**src/idt_defines.svh**
```systemverilog
`ifndef IDT_DEFINES_SVH
`define IDT_DEFINES_SVH
`define IDT_OFS_CTRL 8'h00
`define IDT_OFS_STATUS 8'h04
`define IDT_OFS_COUNT 8'h08
`define IDT_OFS_LAST 8'h0c
`define IDT_CTRL_EN_RST 1'b1
`define IDT_CTRL_WIN_RST 1'b0
`define IDT_CTRL_EN_BIT 0
`define IDT_CTRL_WIN_BIT 1
`define IDT_STAT_DSP_HI 8
`define IDT_STAT_DSP_LO 5
`define IDT_OPC_HI 23
`define IDT_OPC_LO 16
`define IDT_SIZE_HI 15
`define IDT_SIZE_LO 14
`define IDT_MODE_HI 13
`define IDT_MODE_LO 11
`define IDT_DREG_HI 10
`define IDT_DREG_LO 7
`define IDT_BREG_HI 6
`define IDT_BREG_LO 3
`define IDT_LIT_HI 13
`define IDT_LIT_LO 4
`define IDT_BIT_HI 15
`define IDT_BIT_LO 12
`define IDT_FILE_HI 12
`define IDT_ACC_BIT 15
`define IDT_WB_BIT 14
`define IDT_PADR_HI 6
`define IDT_OP_NOP 8'h00
`define IDT_OP_CALL 8'h02
`define IDT_OP_GOTO 8'h04
`define IDT_OP_BRA 8'h30
`define IDT_OP_ALU 8'h40
`define IDT_OP_PSVRD 8'h90
`define IDT_OP_SKIP 8'ha6
`define IDT_OP_BITOP 8'ha8
`define IDT_OP_LIT 8'hb0
`define IDT_OP_SLIT 8'hb1
`define IDT_OP_TBLRD 8'hba
`define IDT_OP_MOVD 8'hbe
`define IDT_OP_FILERD 8'hbf
`define IDT_OP_MAC 8'hc0
`define IDT_SPECIAL_LIMIT 13'h1000
`define IDT_BYTE_LIT_MAX 10'h0ff
`define IDT_W13_STEP 3'h2
`define IDT_CYC_ONE 2'h1
`define IDT_CYC_TWO 2'h2
`define IDT_CYC_THREE 2'h3
`endif

```
**src/idt_pkg.sv**
```systemverilog
package idt_pkg;
  typedef enum logic [1:0] {st_fetch = 2'b00, st_second = 2'b01, st_fill = 2'b10} idt_state_t;
  typedef enum logic [3:0] {
    cl_nop = 4'b0000, cl_goto = 4'b0001, cl_call = 4'b0010, cl_bra = 4'b0011,
    cl_skip = 4'b0100, cl_movd = 4'b0101, cl_tblrd = 4'b0110, cl_filerd = 4'b0111,
    cl_psvrd = 4'b1000, cl_lit = 4'b1001, cl_slit = 4'b1010, cl_mac = 4'b1011,
    cl_bitop = 4'b1100, cl_alu = 4'b1101, cl_invalid = 4'b1111
  } idt_class_t;
  typedef enum logic [1:0] {sz_word = 2'b00, sz_byte = 2'b01, sz_dword = 2'b10,
                            sz_rsvd = 2'b11} idt_size_t;
  typedef enum logic [2:0] {
    md_direct = 3'b000, md_indirect = 3'b001, md_postinc = 3'b010, md_postdec = 3'b011,
    md_preinc = 3'b100, md_predec = 3'b101, md_offset = 3'b110, md_rsvd = 3'b111
  } idt_mode_t;
  typedef struct packed {
    logic second_accum_clamp_flag;
    logic first_accum_clamp_flag;
    logic second_accum_overflow_flag;
    logic first_accum_overflow_flag;
    logic zero_flag;
    logic signed_wrap_flag;
    logic negative_flag;
    logic digit_carry_flag;
    logic carry_flag;
  } idt_flag_t;
  typedef struct packed {
    idt_state_t st;
    logic skip_pend;
    logic [1:0] skip_cnt;
    logic [23:0] w1;
    logic en;
    logic win_en;
    logic [15:0] instr_cnt;
    logic [31:0] prdata;
    logic dec_valid;
    idt_class_t dec_class;
    idt_size_t dec_size;
    logic [15:0] dec_lit;
    logic [12:0] dec_file_addr;
    logic [3:0] dec_bit_pos;
    logic [3:0] dec_base_reg;
    logic [3:0] dec_dst_reg;
    idt_mode_t dec_dst_mode;
    logic dec_acc_sel;
    logic dec_wb_ind;
    logic [2:0] dec_w13_step;
    logic [22:0] dec_prog_addr;
    logic dec_invalid;
    logic pc_load;
    logic nop_fill;
    logic retire;
    idt_class_t ret_class;
    logic [1:0] ret_cycles;
    idt_class_t pend_class;
  } idt_top_t;
endpackage

```
**src/idt_decoder.sv**
```systemverilog
// Behaviour
// - Double-word instructions combine two 24-bit words into one 48-bit encoding.
// - The second word must carry zero in its top eight bits.
// - A second word executed alone acts as a no-operation.
// - Every double-word instruction completes in exactly two cycles.
// - Single-word takes one cycle, more on true test, branch, window/table or register read.
// - Extra cycles beyond the first are filled with no-operation cycles.
// - A performed skip takes two cycles over single words, three over doubles.
// - A double-word data move takes two cycles.
// - Bit position field is four bits selecting bit zero to fifteen.
// - File register address covers 0x0000 to 0x1fff.
// - Writeback goes to W13 or to memory at W13, then W13 plus two.
// - Result choice selects accumulator A or B.
// - Keep carry, digit carry, negative, overflow and sticky zero flags.
// - Keep overflow and saturation flags for each accumulator.
// - Ten-bit literal spans 0..255 in byte size and 0..1023 in word size.
// - Program address literal must have a zero least significant bit.
// - Signed ten-bit literal is sign-extended over -512 to 511.
// - Base register selects any of W0 to W15.
// - Destination supports direct, indirect, post/pre inc/dec and base offset.
// - Size suffix selects byte, word or double word, word by default.
`timescale 1ns/1ns
`include "idt_defines.svh"
module idt_decoder (
  input wire logic pclk,
  input wire logic presetn,
  input wire logic psel,
  input wire logic penable,
  input wire logic pwrite,
  input wire logic [7:0] paddr,
  input wire logic [31:0] pwdata,
  output logic [31:0] prdata,
  output logic pready,
  output logic pslverr,
  input wire logic fetch_valid,
  input wire logic [23:0] fetch_word,
  output logic fetch_ready,
  input wire logic cond_true,
  input wire logic skip_test,
  input wire logic alu_upd,
  input wire logic alu_carry,
  input wire logic alu_digit_carry,
  input wire logic alu_negative,
  input wire logic alu_signed_wrap,
  input wire logic alu_zero,
  input wire logic alu_sticky_z,
  input wire logic acc_a_ovf,
  input wire logic acc_b_ovf,
  input wire logic acc_a_sat,
  input wire logic acc_b_sat,
  output logic dec_valid,
  output idt_pkg::idt_class_t dec_class,
  output idt_pkg::idt_size_t dec_size,
  output logic [15:0] dec_lit,
  output logic [12:0] dec_file_addr,
  output logic [3:0] dec_bit_pos,
  output logic [3:0] dec_base_reg,
  output logic [3:0] dec_dst_reg,
  output idt_pkg::idt_mode_t dec_dst_mode,
  output logic dec_acc_sel,
  output logic dec_wb_ind,
  output logic [2:0] dec_w13_step,
  output logic [22:0] dec_prog_addr,
  output logic dec_invalid,
  output logic pc_load,
  output logic nop_fill,
  output logic retire,
  output idt_pkg::idt_class_t retire_class,
  output logic [1:0] retire_cycles
);
  import idt_pkg::*;

  // ****************************************************************
  // Field decode and status flags
  // ****************************************************************
  idt_top_t s_r;
  idt_top_t s_nxt;
  idt_flag_t flags;
  logic [23:0] fld_w1;
  logic fld_second;
  idt_class_t f_cls;
  logic f_dbl;
  idt_size_t f_size;
  logic [15:0] f_lit;
  logic [12:0] f_file;
  logic [3:0] f_bit;
  logic [3:0] f_breg;
  logic [3:0] f_dreg;
  idt_mode_t f_mode;
  logic f_acc;
  logic f_wb;
  logic [22:0] f_padr;
  logic f_inv;
  logic take;
  logic setup;
  logic access;
  logic mapped;
  logic extra;
  logic [3:0] dsp_clr;

  assign fld_second = (s_r.st == st_second);
  assign fld_w1 = fld_second ? s_r.w1 : fetch_word;

  idt_fields u_fields (
    .w1(fld_w1),
    .w2(fetch_word),
    .second(fld_second),
    .cls(f_cls),
    .dbl(f_dbl),
    .size(f_size),
    .lit(f_lit),
    .file_addr(f_file),
    .bit_pos(f_bit),
    .base_reg(f_breg),
    .dst_reg(f_dreg),
    .dst_mode(f_mode),
    .acc_sel(f_acc),
    .wb_ind(f_wb),
    .prog_addr(f_padr),
    .invalid(f_inv)
  );

  idt_flags u_flags (
    .pclk(pclk),
    .presetn(presetn),
    .alu_upd(alu_upd),
    .alu_carry(alu_carry),
    .alu_digit_carry(alu_digit_carry),
    .alu_negative(alu_negative),
    .alu_signed_wrap(alu_signed_wrap),
    .alu_zero(alu_zero),
    .alu_sticky_z(alu_sticky_z),
    .acc_a_ovf(acc_a_ovf),
    .acc_b_ovf(acc_b_ovf),
    .acc_a_sat(acc_a_sat),
    .acc_b_sat(acc_b_sat),
    .dsp_clr(dsp_clr),
    .flags(flags)
  );

  // ****************************************************************
  // Bus slave
  // ****************************************************************
  assign setup = psel && !penable;
  assign access = psel && penable;
  assign mapped = (paddr == `IDT_OFS_CTRL) || (paddr == `IDT_OFS_STATUS)
    || (paddr == `IDT_OFS_COUNT) || (paddr == `IDT_OFS_LAST);
  assign pready = 1'b1;
  assign pslverr = access && !mapped;
  assign dsp_clr = (access && pwrite && (paddr == `IDT_OFS_STATUS)) ?
    pwdata[`IDT_STAT_DSP_HI:`IDT_STAT_DSP_LO] : 4'h0;

  // ****************************************************************
  // Fetch, decode and cycle sequencing
  // ****************************************************************
  // The pipeline only stalls for whole NOP cycles, so a fill cycle refuses fetch.
  assign fetch_ready = s_r.en && (s_r.st != st_fill);
  assign take = fetch_valid && fetch_ready;

  // Special register reads sit below the limit; window reads cost only when enabled.
  assign extra = ((f_cls == cl_bra) && cond_true)
    || (f_cls == cl_tblrd)
    || (f_cls == cl_movd)
    || ((f_cls == cl_filerd) && (f_file < `IDT_SPECIAL_LIMIT))
    || ((f_cls == cl_psvrd) && s_r.win_en);

  always_comb begin
    s_nxt = s_r;
    s_nxt.dec_valid = 1'b0;
    s_nxt.pc_load = 1'b0;
    s_nxt.nop_fill = 1'b0;
    s_nxt.retire = 1'b0;
    if (setup && !pwrite) begin
      unique case (paddr)
        `IDT_OFS_CTRL: s_nxt.prdata = {30'h0, s_r.win_en, s_r.en};
        `IDT_OFS_STATUS: s_nxt.prdata = {23'h0, flags};
        `IDT_OFS_COUNT: s_nxt.prdata = {16'h0, s_r.instr_cnt};
        `IDT_OFS_LAST: s_nxt.prdata = {25'h0, s_r.dec_invalid, s_r.ret_class, s_r.ret_cycles};
        default: s_nxt.prdata = 32'h0;
      endcase
    end
    if (access && pwrite && (paddr == `IDT_OFS_CTRL)) begin
      s_nxt.en = pwdata[`IDT_CTRL_EN_BIT];
      s_nxt.win_en = pwdata[`IDT_CTRL_WIN_BIT];
    end
    unique case (s_r.st)
      st_fetch: begin
        if (take && s_r.skip_pend) begin
          // A swallowed word costs one NOP cycle; a double opcode drags its tail along.
          s_nxt.nop_fill = 1'b1;
          s_nxt.skip_cnt = 2'(s_r.skip_cnt + 2'h1);
          s_nxt.skip_pend = f_dbl;
          if (!f_dbl) begin
            s_nxt.retire = 1'b1;
            s_nxt.ret_class = cl_skip;
            s_nxt.ret_cycles = 2'(s_r.skip_cnt + 2'h1);
            s_nxt.instr_cnt = 16'(s_r.instr_cnt + 16'h1);
          end
        end else if (take && f_dbl) begin
          s_nxt.w1 = fetch_word;
          s_nxt.st = st_second;
        end else if (take) begin
          s_nxt.dec_valid = 1'b1;
          s_nxt.dec_class = f_cls;
          s_nxt.dec_size = f_size;
          s_nxt.dec_lit = f_lit;
          s_nxt.dec_file_addr = f_file;
          s_nxt.dec_bit_pos = f_bit;
          s_nxt.dec_base_reg = f_breg;
          s_nxt.dec_dst_reg = f_dreg;
          s_nxt.dec_dst_mode = f_mode;
          s_nxt.dec_acc_sel = f_acc;
          s_nxt.dec_wb_ind = f_wb;
          s_nxt.dec_w13_step = ((f_cls == cl_mac) && f_wb) ? `IDT_W13_STEP : 3'h0;
          s_nxt.dec_prog_addr = 23'h0;
          s_nxt.dec_invalid = f_inv;
          if ((f_cls == cl_skip) && skip_test && !f_inv) begin
            s_nxt.skip_pend = 1'b1;
            s_nxt.skip_cnt = `IDT_CYC_ONE;
          end else if (extra && !f_inv) begin
            s_nxt.pend_class = f_cls;
            s_nxt.nop_fill = 1'b1;
            s_nxt.st = st_fill;
          end else begin
            s_nxt.retire = 1'b1;
            s_nxt.ret_class = f_cls;
            s_nxt.ret_cycles = `IDT_CYC_ONE;
            s_nxt.instr_cnt = 16'(s_r.instr_cnt + 16'h1);
          end
        end
      end
      st_second: begin
        if (take) begin
          s_nxt.dec_valid = 1'b1;
          s_nxt.dec_class = f_cls;
          s_nxt.dec_size = f_size;
          s_nxt.dec_lit = f_lit;
          s_nxt.dec_file_addr = f_file;
          s_nxt.dec_bit_pos = f_bit;
          s_nxt.dec_base_reg = f_breg;
          s_nxt.dec_dst_reg = f_dreg;
          s_nxt.dec_dst_mode = f_mode;
          s_nxt.dec_acc_sel = f_acc;
          s_nxt.dec_wb_ind = f_wb;
          s_nxt.dec_w13_step = 3'h0;
          s_nxt.dec_prog_addr = f_padr;
          s_nxt.dec_invalid = f_inv;
          s_nxt.pc_load = !f_inv;
          s_nxt.retire = 1'b1;
          s_nxt.ret_class = f_cls;
          s_nxt.ret_cycles = `IDT_CYC_TWO;
          s_nxt.instr_cnt = 16'(s_r.instr_cnt + 16'h1);
          s_nxt.st = st_fetch;
        end
      end
      st_fill: begin
        s_nxt.retire = 1'b1;
        s_nxt.ret_class = s_r.pend_class;
        s_nxt.ret_cycles = `IDT_CYC_TWO;
        s_nxt.instr_cnt = 16'(s_r.instr_cnt + 16'h1);
        s_nxt.st = st_fetch;
      end
    endcase
  end

  always_ff @(posedge pclk or negedge presetn) begin
    if (!presetn) begin
      s_r <= '0;
      s_r.st <= st_fetch;
      s_r.en <= `IDT_CTRL_EN_RST;
      s_r.win_en <= `IDT_CTRL_WIN_RST;
    end else begin
      s_r <= s_nxt;
    end
  end

  assign prdata = s_r.prdata;
  assign dec_valid = s_r.dec_valid;
  assign dec_class = s_r.dec_class;
  assign dec_size = s_r.dec_size;
  assign dec_lit = s_r.dec_lit;
  assign dec_file_addr = s_r.dec_file_addr;
  assign dec_bit_pos = s_r.dec_bit_pos;
  assign dec_base_reg = s_r.dec_base_reg;
  assign dec_dst_reg = s_r.dec_dst_reg;
  assign dec_dst_mode = s_r.dec_dst_mode;
  assign dec_acc_sel = s_r.dec_acc_sel;
  assign dec_wb_ind = s_r.dec_wb_ind;
  assign dec_w13_step = s_r.dec_w13_step;
  assign dec_prog_addr = s_r.dec_prog_addr;
  assign dec_invalid = s_r.dec_invalid;
  assign pc_load = s_r.pc_load;
  assign nop_fill = s_r.nop_fill;
  assign retire = s_r.retire;
  assign retire_class = s_r.ret_class;
  assign retire_cycles = s_r.ret_cycles;

  // ****************************************************************
  // Checks
  // ****************************************************************
  chk_double_two_cycles: assert property (@(posedge pclk) disable iff (!presetn)
    (retire && ((retire_class == cl_goto) || (retire_class == cl_call)))
      |-> (retire_cycles == `IDT_CYC_TWO))
    else $error("double-word instruction not two cycles");
  chk_second_word_zero: assert property (@(posedge pclk) disable iff (!presetn)
    (fld_second && take && (fetch_word[`IDT_OPC_HI:`IDT_OPC_LO] != 8'h00))
      |=> (dec_invalid && !pc_load))
    else $error("second word with nonzero top byte accepted");
  chk_stray_word_nop: assert property (@(posedge pclk) disable iff (!presetn)
    ((s_r.st == st_fetch) && take && !s_r.skip_pend
      && (fetch_word[`IDT_OPC_HI:`IDT_OPC_LO] == 8'h00))
      |=> (dec_valid && (dec_class == cl_nop) && !pc_load && (retire_cycles == `IDT_CYC_ONE)))
    else $error("stray second word did not act as nop");
  chk_fill_is_nop: assert property (@(posedge pclk) disable iff (!presetn)
    (s_r.st == st_fill) |-> (nop_fill && !fetch_ready) ##1 (retire && !nop_fill))
    else $error("extra cycle not filled by nop");
  chk_skip_cycle_count: assert property (@(posedge pclk) disable iff (!presetn)
    ((s_r.st == st_fetch) && take && s_r.skip_pend && !f_dbl)
      |=> (retire && (retire_class == cl_skip)
        && (retire_cycles == 2'($past(s_r.skip_cnt) + 2'h1))))
    else $error("skip cycle count wrong");
  chk_move_two_cycles: assert property (@(posedge pclk) disable iff (!presetn)
    (retire && (retire_class == cl_movd)) |-> (retire_cycles == `IDT_CYC_TWO))
    else $error("double-word move not two cycles");
  chk_single_one_cycle: assert property (@(posedge pclk) disable iff (!presetn)
    (retire && ((retire_class == cl_alu) || (retire_class == cl_lit)))
      |-> (retire_cycles == `IDT_CYC_ONE))
    else $error("plain single-word instruction not one cycle");
  chk_prog_addr_even: assert property (@(posedge pclk) disable iff (!presetn)
    pc_load |-> !dec_prog_addr[0])
    else $error("odd program address loaded");
  chk_byte_literal: assert property (@(posedge pclk) disable iff (!presetn)
    (dec_valid && (dec_class == cl_lit) && (dec_size == sz_byte) && !dec_invalid)
      |-> (dec_lit <= 16'h00ff))
    else $error("byte literal above 255 accepted");
  chk_signed_extend: assert property (@(posedge pclk) disable iff (!presetn)
    (dec_valid && (dec_class == cl_slit)) |-> (dec_lit[15:10] == {6{dec_lit[9]}}))
    else $error("signed literal not sign-extended");
  chk_writeback_step: assert property (@(posedge pclk) disable iff (!presetn)
    (dec_valid && (dec_class == cl_mac)) |-> (dec_w13_step == (dec_wb_ind ? 3'h2 : 3'h0)))
    else $error("writeback post-increment wrong");
endmodule

```
**src/idt_fields.sv**
```systemverilog
`timescale 1ns/1ns
`include "idt_defines.svh"
module idt_fields (
  input wire logic [23:0] w1,
  input wire logic [23:0] w2,
  input wire logic second,
  output idt_pkg::idt_class_t cls,
  output logic dbl,
  output idt_pkg::idt_size_t size,
  output logic [15:0] lit,
  output logic [12:0] file_addr,
  output logic [3:0] bit_pos,
  output logic [3:0] base_reg,
  output logic [3:0] dst_reg,
  output idt_pkg::idt_mode_t dst_mode,
  output logic acc_sel,
  output logic wb_ind,
  output logic [22:0] prog_addr,
  output logic invalid
);
  import idt_pkg::*;
  logic [9:0] lit_raw;
  always_comb begin
    unique case (w1[`IDT_OPC_HI:`IDT_OPC_LO])
      `IDT_OP_NOP: cls = cl_nop;
      `IDT_OP_GOTO: cls = cl_goto;
      `IDT_OP_CALL: cls = cl_call;
      `IDT_OP_BRA: cls = cl_bra;
      `IDT_OP_SKIP: cls = cl_skip;
      `IDT_OP_MOVD: cls = cl_movd;
      `IDT_OP_TBLRD: cls = cl_tblrd;
      `IDT_OP_FILERD: cls = cl_filerd;
      `IDT_OP_PSVRD: cls = cl_psvrd;
      `IDT_OP_LIT: cls = cl_lit;
      `IDT_OP_SLIT: cls = cl_slit;
      `IDT_OP_MAC: cls = cl_mac;
      `IDT_OP_BITOP: cls = cl_bitop;
      `IDT_OP_ALU: cls = cl_alu;
      default: cls = cl_invalid;
    endcase
    dbl = (cls == cl_goto) || (cls == cl_call);
    size = idt_size_t'(w1[`IDT_SIZE_HI:`IDT_SIZE_LO]);
    lit_raw = w1[`IDT_LIT_HI:`IDT_LIT_LO];
    lit = (cls == cl_slit) ? {{6{lit_raw[9]}}, lit_raw} : {6'h00, lit_raw};
    file_addr = w1[`IDT_FILE_HI:0];
    bit_pos = w1[`IDT_BIT_HI:`IDT_BIT_LO];
    base_reg = w1[`IDT_BREG_HI:`IDT_BREG_LO];
    dst_reg = w1[`IDT_DREG_HI:`IDT_DREG_LO];
    dst_mode = idt_mode_t'(w1[`IDT_MODE_HI:`IDT_MODE_LO]);
    acc_sel = w1[`IDT_ACC_BIT];
    wb_ind = w1[`IDT_WB_BIT];
    prog_addr = {w2[`IDT_PADR_HI:0], w1[15:0]};
    invalid = (cls == cl_invalid)
      || (((cls == cl_lit) || (cls == cl_alu)) && (size == sz_rsvd))
      || ((cls == cl_lit) && (size == sz_byte) && (lit_raw > `IDT_BYTE_LIT_MAX))
      || ((cls == cl_alu) && (dst_mode == md_rsvd))
      || (second && (w2[`IDT_OPC_HI:`IDT_OPC_LO] != 8'h00))
      || (second && dbl && prog_addr[0]);
  end
endmodule

```
**src/idt_flags.sv**
```systemverilog
`timescale 1ns/1ns
module idt_flags (
  input wire logic pclk,
  input wire logic presetn,
  input wire logic alu_upd,
  input wire logic alu_carry,
  input wire logic alu_digit_carry,
  input wire logic alu_negative,
  input wire logic alu_signed_wrap,
  input wire logic alu_zero,
  input wire logic alu_sticky_z,
  input wire logic acc_a_ovf,
  input wire logic acc_b_ovf,
  input wire logic acc_a_sat,
  input wire logic acc_b_sat,
  input wire logic [3:0] dsp_clr,
  output idt_pkg::idt_flag_t flags
);
  import idt_pkg::*;
  idt_flag_t flags_r;
  idt_flag_t flags_nxt;
  always_comb begin
    flags_nxt = flags_r;
    if (alu_upd) begin
      flags_nxt.carry_flag = alu_carry;
      flags_nxt.digit_carry_flag = alu_digit_carry;
      flags_nxt.negative_flag = alu_negative;
      flags_nxt.signed_wrap_flag = alu_signed_wrap;
      flags_nxt.zero_flag = alu_sticky_z ? (flags_r.zero_flag & alu_zero) : alu_zero;
    end
    // Clear first, then set, so an event in the clearing cycle survives.
    flags_nxt.first_accum_overflow_flag = (flags_r.first_accum_overflow_flag & ~dsp_clr[0])
      | acc_a_ovf;
    flags_nxt.second_accum_overflow_flag = (flags_r.second_accum_overflow_flag & ~dsp_clr[1])
      | acc_b_ovf;
    flags_nxt.first_accum_clamp_flag = (flags_r.first_accum_clamp_flag & ~dsp_clr[2])
      | acc_a_sat;
    flags_nxt.second_accum_clamp_flag = (flags_r.second_accum_clamp_flag & ~dsp_clr[3])
      | acc_b_sat;
  end
  always_ff @(posedge pclk or negedge presetn) begin
    if (!presetn) begin
      flags_r <= '0;
    end else begin
      flags_r <= flags_nxt;
    end
  end
  assign flags = flags_r;
  chk_zero_sticky_hold: assert property (@(posedge pclk) disable iff (!presetn)
    (alu_upd && alu_sticky_z && !alu_zero) |=> !flags.zero_flag)
    else $error("sticky zero flag not cleared by nonzero result");
  chk_accum_set_wins: assert property (@(posedge pclk) disable iff (!presetn)
    (acc_a_ovf && dsp_clr[0]) or (acc_b_sat && dsp_clr[3]) |=>
      (flags.first_accum_overflow_flag || flags.second_accum_clamp_flag))
    else $error("accumulator flag event lost to clear");
endmodule

```
**config.mk**
```make
export PLATFORM = sky130hd
export DESIGN_NAME = idt_decoder
export DESIGN_NICKNAME = d
export VERILOG_FILES = /design/src/idt_pkg.sv /design/src/idt_decoder.sv /design/src/idt_fields.sv /design/src/idt_flags.sv
export VERILOG_INCLUDE_DIRS = /design/src
export SDC_FILE = /design/constraint.sdc
export NUM_CORES = 1
export LEC_CHECK = 0
export BUFFER_PORTS_ARGS = -buffer_cell sky130_fd_sc_hd__buf_2
export CAP_MARGIN = 0
export CORE_MARGIN = 2
export CORE_UTILIZATION = 48
export DETAILED_ROUTE_END_ITERATION = 8
export HOLD_SLACK_MARGIN = 0.05
export PLACE_DENSITY = 0.81
export SYNTH_ARGS = -nofsm -noshare
export SYNTH_HDL_FRONTEND = slang
export SYNTH_SLANG_ARGS = --single-unit
```
**constraint.sdc**
```tcl
create_clock -name pclk -period 3.85 [get_ports pclk]
set_clock_uncertainty 0.2 [all_clocks]
set_input_delay 0.385 -clock pclk [delete_from_list [all_inputs] [get_ports pclk]]
set_output_delay 0.385 -clock pclk [all_outputs]
set_load 0.005 [all_outputs]
```
==> results of run 1 <==
==> state kept, by name (all words and copies together), names as in the netlist <==
register       cells
retire_class       4
retire_cycles      2
prdata            16
dec_lit           11
nop_fill           1
dec_prog_addr     23
dec_w13_step       1
dec_size           2
s_r               51
dec_valid          1
dec_file_addr      4
dec_invalid        1
pc_load            1
u_flags.flags      9
retire             1
dec_class          4
==> metal layers <==
metal	routed length [um]	track usage (%)	share of wire (%)
met5	0	0	0
met2	9041	35.26	49
met1	7789	28.17	42
met4	458	9.015	2.5
met3	1140	4.366	6.2
==> metrics by stage <==
| step | hold WS (ns) | power (mW) | cells | utilization (%) |
|---|---|---|---|---|
| global route | 0.09314 | 3.787 | 1093 | 60.11 |
| CTS | 0.06827 | 3.654 | 1082 | 58.72 |
| detailed placement | 0.2535 | 1.947 | 1017 | 52.40 |
| finish | 0.09136 | 3.636 | 1093 | 60.11 |
| floorplan | -0.1106 | 1.845 | 764 | - |
| global placement | 0.2472 | 1.937 | 1017 | 52.40 |
==> how the worst max path moves through the flow <==
| stage | startpoint | end | slack [ns] |
|---|---|---|---|
| 6_report | s_r[170] | s_r[131] | 0.01 |
| 5_1_grt | s_r[171] | s_r[131] | -0.17 |
| 4_1_cts | s_r[170] | s_r[131] | 0.0002 |
| 3_5_place_dp | s_r[171] | s_r[131] | -0.09 |
| 3_3_place_gp | s_r[171] | s_r[131] | -0.04 |
| 2_1_floorplan | s_r[171] | s_r[126] | 0.21 |
==> what timing repair did <==
item	in CTS	in global routing
cloned	0	4
hold buffers	33	0
gates resized for setup	2	14
setup buffers	0	6
setup endpoints to repair	22	58
endpoints found under the hold margin	144	0
pin swaps	1	0
==> worst max-delay path, cell delays in order (launching register included) <==
cell and delay, ns:
dfrtp_1 0.41, ha_4 0.22, buf_4 0.15, or3_4 0.37
a222oi_1 0.33, buf_4 0.17, and2b_2 0.17, nor4_4 0.06
o31a_1 0.15, a221o_1 0.36, and4_1 0.21, o41a_1 0.52
buf_12 0.20, nand4_1 0.10, xnor2_1 0.14
==> synthesized netlist by cell type, drive strengths merged (6+ instances only) <==
| library cell | number | area share, % |
|---|---|---|
| a21o | 10 | 1.0 |
| a21oi | 13 | 0.87 |
| a221o | 7 | 0.94 |
| a22o | 11 | 1.3 |
| a22oi | 7 | 0.71 |
| a31oi | 7 | 0.59 |
| and3 | 16 | 1.3 |
| buf | 136 | 13 |
| clkbuf | 12 | 0.61 |
| dfrtp | 131 | 44 |
| inv | 18 | 0.91 |
| mux2 | 40 | 6.1 |
| mux2i | 16 | 2.2 |
| nand2 | 88 | 4.4 |
| nand3 | 31 | 2.4 |
| nand4 | 15 | 1.3 |
| nor2 | 40 | 2.0 |
| nor3 | 8 | 0.54 |
| nor3b | 6 | 0.67 |
| o21ai | 26 | 1.8 |
| o22ai | 6 | 0.50 |
| xnor2 | 17 | 2.0 |
==> power groups by stage <==
stage	sequential, mW	combinational (mW)	clock, mW
after global placement	1.55	0.387	0
after floorplan	1.53	0.315	0
after detailed placement	1.55	0.394	0
after CTS	1.53	0.420	1.71
after global routing	1.54	0.480	1.77
final	1.53	0.432	1.67
==> layout make-up <==
cell class,instances,area (sq um)
timing repair buffer,255,1719
multi-input combinational,467,3193
fill,1249,6065
sequential,132,3304
antenna,1,2.502
clock buffer,18,439.2
tap,188,235.2
inverter,18,67.56
clock inverter,14,176.4
==> cell families (layout without fill, tap and decap cells) <==
family | Yosys count | in the layout | synth area share, %
flip-flops | 132 | 132 | 44.40
adder cells (fa/ha/maj) | 4 | 4 | 0.6725
XOR/XNOR | 20 | 20 | 2.354
multiplexers | 58 | 58 | 8.810
AO/OA/AOI/OAI | 120 | 121 | 11.77
AND/OR/NAND/NOR | 245 | 245 | 17.03
buffers and inverters | 166 | 305 | 14.86
other | 2 | 20 | 0.1009
==> impl_metrics.sql, run 1 <==
INSERT INTO impl_metrics (metric_group, metric, value, unit) VALUES
('drt', 'drtPass1Iterations', '7', ''),
('cells_and_area', 'syn_to_final_growth', '22.78', '%'),
('placement', 'pre_cts_slack', '-0.08730', 'ns'),
('cells_and_area', 'final_net_count', '978', ''),
('synth', 'synth-seq-area-share', '44.40', '%'),
('synth', 'synth_edf_count', '0', ''),
('power', 'cell_internal_pwr', '2.721', 'mW'),
('floorplanning', 'die_w', '128.5', 'um'),
('cells_and_area', 'layout_commonest_cell', 'buf_2', ''),
('worst_setup_path', 'worst_ep_arrival_time', '3.97', 'ns'),
('clock_network', 'clock_insertion_delay_at_the_later_pin_of_the_skew_report', '0.42', 'ns'),
('synth', 'synth_top_flop_cell', 'dfrtp_1', ''),
('drt', 'drtIter0Drc', '539', ''),
('drt', 'detail_route.drc_violations', '0', ''),
('drt', 'drt-vias-per-instance', '5.487', ''),
('clock_network', 'clock_tree.root_cell', 'clkbuf_16', ''),
('power', 'p_comb_share', '11.9', '%'),
('clock_network', 'clkTransAtPathRegs', '0.06', 'ns'),
('cells_and_area', 'drive_gt1_share', '36.06', '%'),
('timing', 'maxSlewHeadroom', '33.37', '%'),
('clock_network', 'cts_buffers', '17', ''),
('drt', 'wirelength', '18.43', 'mm'),
('power', 'pwr-share-clk', '46.0', '%'),
('timing', 'timing_hold_violations_final', '0', ''),
('worst_setup_path', 'reg2reg_to', 's_r[131]', ''),
('synth', 'syn_area', '0.007442', 'sq mm'),
('power', 'power.share.switching', '25.17', '%'),
('placement', 'placement.io_buffers', '161', ''),
('floorplanning', 'floorplan.die_area', '0.01652', 'sq mm'),
('synth', 'ys_async_sr_fraction', '100.0', '%'),
('min_path', 'worstHoldEndpoint', 's_r[161]', ''),
('floorplanning', 'die_height', '128.5', 'um'),
('timing', 'finalSetupViolations', '0', ''),
('drt', 'routed_wire_length_per_instance', '16.86', 'um'),
('timing', 'final_max_slew_viol_count', '0', ''),
('cells_and_area', 'non_filler_cell_area_final', '0.009138', 'sq mm'),
('min_path', 'hold_start', 'fetch_word[18]', ''),
('clock_network', 'cts-htree-levels', '4', ''),
('synth', 'mean_instance_size_in_the_synthesized_netlist', '9.963', 'sq um'),
('power', 'power_frac_seq', '42.1', '%'),
('timing', 'worst_slew_pin_slew', '0.9994', 'ns'),
('global_routing', 'globalRoute.totalOverflow', '0', ''),
('global_routing', 'global_route_wire_length_before_repair', '28.06', 'mm'),
('worst_setup_path', 'timing.rr.start', 's_r[170]', ''),
('timing', 'period_share', '99.75', '%'),
('global_routing', 'pin_count_of_the_biggest_net_entering_global_routing', '109', ''),
('synth', 'number_of_flip_flops_and_latches_in_the_synthesized_netlist', '132', ''),
('clock_network', 'clock-sinks', '132', ''),
('flow_run', 'max-cap-violations', '0', ''),
('global_routing', 'grt_antenna_before_repair', '1', ''),
('timing', 'setup_repair_after_global_routing_missed_its_margin', 'true', ''),
('worst_setup_path', 'cp-start-kind', 'register', ''),
('drt', 'detail-route-antenna-nets', '0', ''),
('floorplanning', 'start_util', '48.95', '%'),
('worst_setup_path', 'cp_capture_type', 'register', ''),
('floorplanning', 'io_pins', '207', ''),
('worst_setup_path', 'worstPathMaxFanout', '14', ''),
('power', 'power_per_cell_area', '397.9', 'mW/mm^2'),
('status', 'status', 'finished clean', ''),
('global_routing', 'first_global_vias', '5601', ''),
('placement', 'place.gp.congestion', '0.9344', ''),
('placement', 'dpl-instance-area', '0.007965', 'sq mm'),
('timing', 'max_freq', '260.4', 'MHz'),
('synth', 'synthDistinctLibCells', '81', ''),
('synth', 'synthCells', '747', ''),
('clock_network', 'cts_max_path_buffers', '2', ''),
('worst_setup_path', 'critical_path_required', '3.98', 'ns'),
('floorplanning', 'floorplan.core_area', '0.01520', 'sq mm'),
('power', 'vdd.ir_drop.worst', '0.0003069', 'V'),
('clock_network', 'tritoncts_clock_tree', 'done', ''),
('timing', 'postLayoutSetupSlackWorst', '0.009638', 'ns');
Power figures use the tool's default switching activity.
==> inputs of run 2 (changes only) <==
--- a/config.mk
+++ b/config.mk
@@ -12,7 +12,7 @@
 export CORE_UTILIZATION = 48
 export DETAILED_ROUTE_END_ITERATION = 8
 export HOLD_SLACK_MARGIN = 0.05
-export PLACE_DENSITY = 0.81
+export PLACE_DENSITY = 0.86
 export SYNTH_ARGS = -nofsm -noshare
 export SYNTH_HDL_FRONTEND = slang
 export SYNTH_SLANG_ARGS = --single-unit
==> run 2 against run 1 <==
The run now ends with setup timing left. Sequential share of layout area decreased by 0.80 points. Non-clock buffer count increased by 16. Cell count increased by 1.3%. Hold slack got worse by 0.025 ns. Via count increased by 1.2%. Critical path depth increased by 3. Die area unchanged. Register-to-register slack got worse by 0.13 ns.
==> impl_metrics.sql, run 2 (same netlist as run 1, synthesis figures left out) <==
INSERT INTO impl_metrics (metric_group, metric, value, unit) VALUES
('clock_network', 'clock_insertion_delay_at_the_later_pin_of_the_skew_report', '0.42', 'ns'),
('timing', 'final_period_minus_worst_setup_slack', '3.971', 'ns'),
('drt', 'detail_route.drc_violations', '0', ''),
('global_routing', 'pin_count_of_the_biggest_net_entering_global_routing', '96', ''),
('clock_network', 'clock_tree.root_cell', 'clkbuf_16', ''),
('drt', 'wirelength', '18.83', 'mm'),
('global_routing', 'global_route_wire_length_before_repair', '28.43', 'mm'),
('worst_setup_path', 'worst_r2r_path_depth', '17', ''),
('power', 'power_per_cell_area', '386.4', 'mW/mm^2'),
('cells_and_area', 'final_net_count', '993', ''),
('worst_setup_path', 'critPathTopFamily', 'compound AO/OA/AOI/OAI gates', ''),
('power', 'fin_total_pwr', '3.610', 'mW'),
('cells_and_area', 'layoutNonFillerInstCount', '1107', ''),
('worst_setup_path', 'critical_path_depth', '17', ''),
('drt', 'drtIter0Drc', '562', ''),
('min_path', 'worst_min_path_class', 'in2reg', ''),
('worst_setup_path', 'timing_worst_setup_path_type', 'reg2reg', ''),
('placement', 'dp.cells', '1026', ''),
('drt', 'dr_vias', '6071', ''),
('drt', 'drt-vias-per-instance', '5.484', ''),
('cells_and_area', 'drive_gt1_share', '39.17', '%'),
('worst_setup_path', 'cp-start-kind', 'register', ''),
('global_routing', 'grtUsageTotal', '21.77', '%'),
('floorplanning', 'std_cell_rows', '45', ''),
('worst_setup_path', 'worstPathMaxFanout', '7', ''),
('global_routing', 'first_global_vias', '5812', ''),
('global_routing', 'grt_antenna_before_repair', '0', ''),
('worst_setup_path', 'critical_path.cell_chain', 'inv_2 > ha_4 > buf_6 > or4b_4 > a222oi_1 > buf_4 > and2b_2 > nor4_4 > o31a_1 > a221o_1 > and4_1 > o41a_1 > buf_12 > buf_8 > buf_4 > nand3_4 > xnor2_2', ''),
('worst_setup_path', 'standard_cell_with_the_maximum_stage_delay_on_the_critical_path', 'or4b_4', ''),
('timing', 'setup_repair_after_global_routing_missed_its_margin', 'true', ''),
('timing', 'period_share', '103.1', '%'),
('worst_setup_path', 'cpMostUsedCell', 'buf_4', ''),
('cells_and_area', 'regMostFlops', 's_r', ''),
('timing', 'maxSlewHeadroom', '42.50', '%'),
('cells_and_area', 'layout.cells.most_common_list', '160 x buf_2, 131 x dfrtp_1, 87 x nand2_1', ''),
('cells_and_area', 'syn_to_final_growth', '25.55', '%'),
('worst_setup_path', 'buffering_stage_count_on_the_worst_path_with_inverters_included', '6', ''),
('timing', 'finalSetupViolations', '22', ''),
('floorplanning', 'die_height', '128.5', 'um'),
('floorplanning', 'floorplan.die_area', '0.01652', 'sq mm'),
('clock_network', 'clock-sinks', '132', ''),
('floorplanning', 'io_pins', '207', ''),
('placement', 'placement.io_buffers', '161', ''),
('flow_run', 'max-cap-violations', '0', ''),
('clock_network', 'cts_buffers', '17', ''),
('placement', 'dpl.hpwl', '12.47', 'mm'),
('placement', 'place.gp.congestion', '0.9174', ''),
('drt', 'detail-route-antenna-nets', '0', ''),
('worst_setup_path', 'cp_capture_type', 'register', ''),
('timing', 'max_freq', '251.9', 'MHz'),
('power', 'total_leakage_power', '4.828', 'nW'),
('power', 'vdd.ir_drop.worst', '0.0003274', 'V'),
('timing', 'final_max_slew_viol_count', '0', ''),
('worst_setup_path', 'stage_delay_of_the_slowest_cell_on_the_critical_path', '0.51', 'ns'),
('timing', 'postLayoutSetupSlackWorst', '-0.1206', 'ns'),
('timing', 'setup_tns_final', '-1.499', 'ns'),
('cells_and_area', 'antenna_cells', '0', ''),
('min_path', 'min_path_cells', '2', ''),
('drt', 'routed_wire_length_per_instance', '17.01', 'um'),
('timing', 'final.hold.worst_slack', '0.06614', 'ns'),
('status', 'violations', 'setup timing', ''),
('floorplanning', 'floorplan.core_area', '0.01520', 'sq mm'),
('floorplanning', 'die_w', '128.5', 'um'),
('cells_and_area', 'layout_commonest_cell', 'buf_2', ''),
('status', 'status', 'finished, violations left', ''),
('worst_setup_path', 'critical_path_required', '4.00', 'ns'),
('global_routing', 'globalRoute.totalOverflow', '0', ''),
('clock_network', 'clkTransAtPathRegs', '0.07', 'ns'),
('clock_network', 'cts-htree-levels', '4', ''),
('cells_and_area', 'largest_reg_flops', '51', ''),
('timing', 'worst_slew_pin_slew', '0.8606', 'ns'),
('worst_setup_path', 'worst_ep_arrival_time', '4.12', 'ns'),
('drt', 'drtPass1Iterations', '5', ''),
('floorplanning', 'start_util', '48.95', '%'),
('timing', 'timing_hold_violations_final', '0', ''),
('clock_network', 'cts_max_path_buffers', '2', ''),
('clock_network', 'tritoncts_clock_tree', 'done', '');
==> run 2: cell count changes in the layout (fill, tap and decap cells not counted), moves of 4 or more <==
cell and delta:
buf_4 +11, xnor2_1 -5, buf_6 +7, xnor2_2 +5, inv_6 +4
==> run 2: layer usage <==
| metal | wire length (um) | track usage, % | up-vias |
|---|---|---|---|
| met3 | 1091 | 4.740 | 49 |
| met2 | 9363 | 35.95 | 248 |
| met1 | 7801 | 27.63 | 2945 |
| li1 | - | - | 2829 |
| met4 | 575 | 9.783 | 0 |
| met5 | 0 | 0 | - |
==> run 2: worst paths after layout <==
kind,startpoint,end,slack (ns)
min in group asynchronous,presetn,prdata[10],0.40
min,fetch_word[12],s_r[155],0.07
max,s_r[171],s_r[137],-0.12
min reg2reg,dec_prog_addr[8],dec_prog_addr[8],0.26
max reg2reg,s_r[171],s_r[137],-0.12
max in group asynchronous,presetn,s_r[0],2.18
==> run 2: timing repair <==
item,CTS,global route
pin swaps,0,18
hold buffers,30,1
hold endpoints to repair,125,1
resized for setup,4,46
buffers inserted,1,15
endpoints found under the setup margin,18,64
gates cloned,0,2
==> run 2: final cells by class <==
cell class                 count  area [sq um]
inverter                      18         67.56
timing repair buffer         271          1851
multi-input combinational    466          3298
clock buffer                  17         425.4
sequential                   132          3304
fill                        1173          5858
tap                          188         235.2
clock inverter                15         162.7
==> run 2: worst reg2reg max path: cells and delay by family (launching register included) <==
kind | cells | cell delay, ns
compound gates | 4 | 1.22
fa+ha+maj | 1 | 0.18
buf+inv | 6 | 0.81
xor+xnor | 1 | 0.11
flops | 1 | 0.37
simple gates | 5 | 1.05
==> run 2: power by group <==
| group | internal (mW) | total [mW] | switching [mW] |
|---|---|---|---|
| clock network | 0.919 | 1.60 | 0.679 |
| registers | 1.46 | 1.54 | 0.0785 |
| logic | 0.241 | 0.475 | 0.235 |
| total | 2.62 | 3.61 | 0.992 |
==> run 2: stage by stage <==
step	setup slack, ns	cell area (sq um)	utilization [%]
after floorplan	0.2136	7506	-
after global placement	-0.09426	8033	52.84
after detailed placement	-0.1300	8033	52.84
after CTS	0.006087	8951	58.88
after global routing	-0.2247	9344	61.47
final	-0.1206	9344	61.47
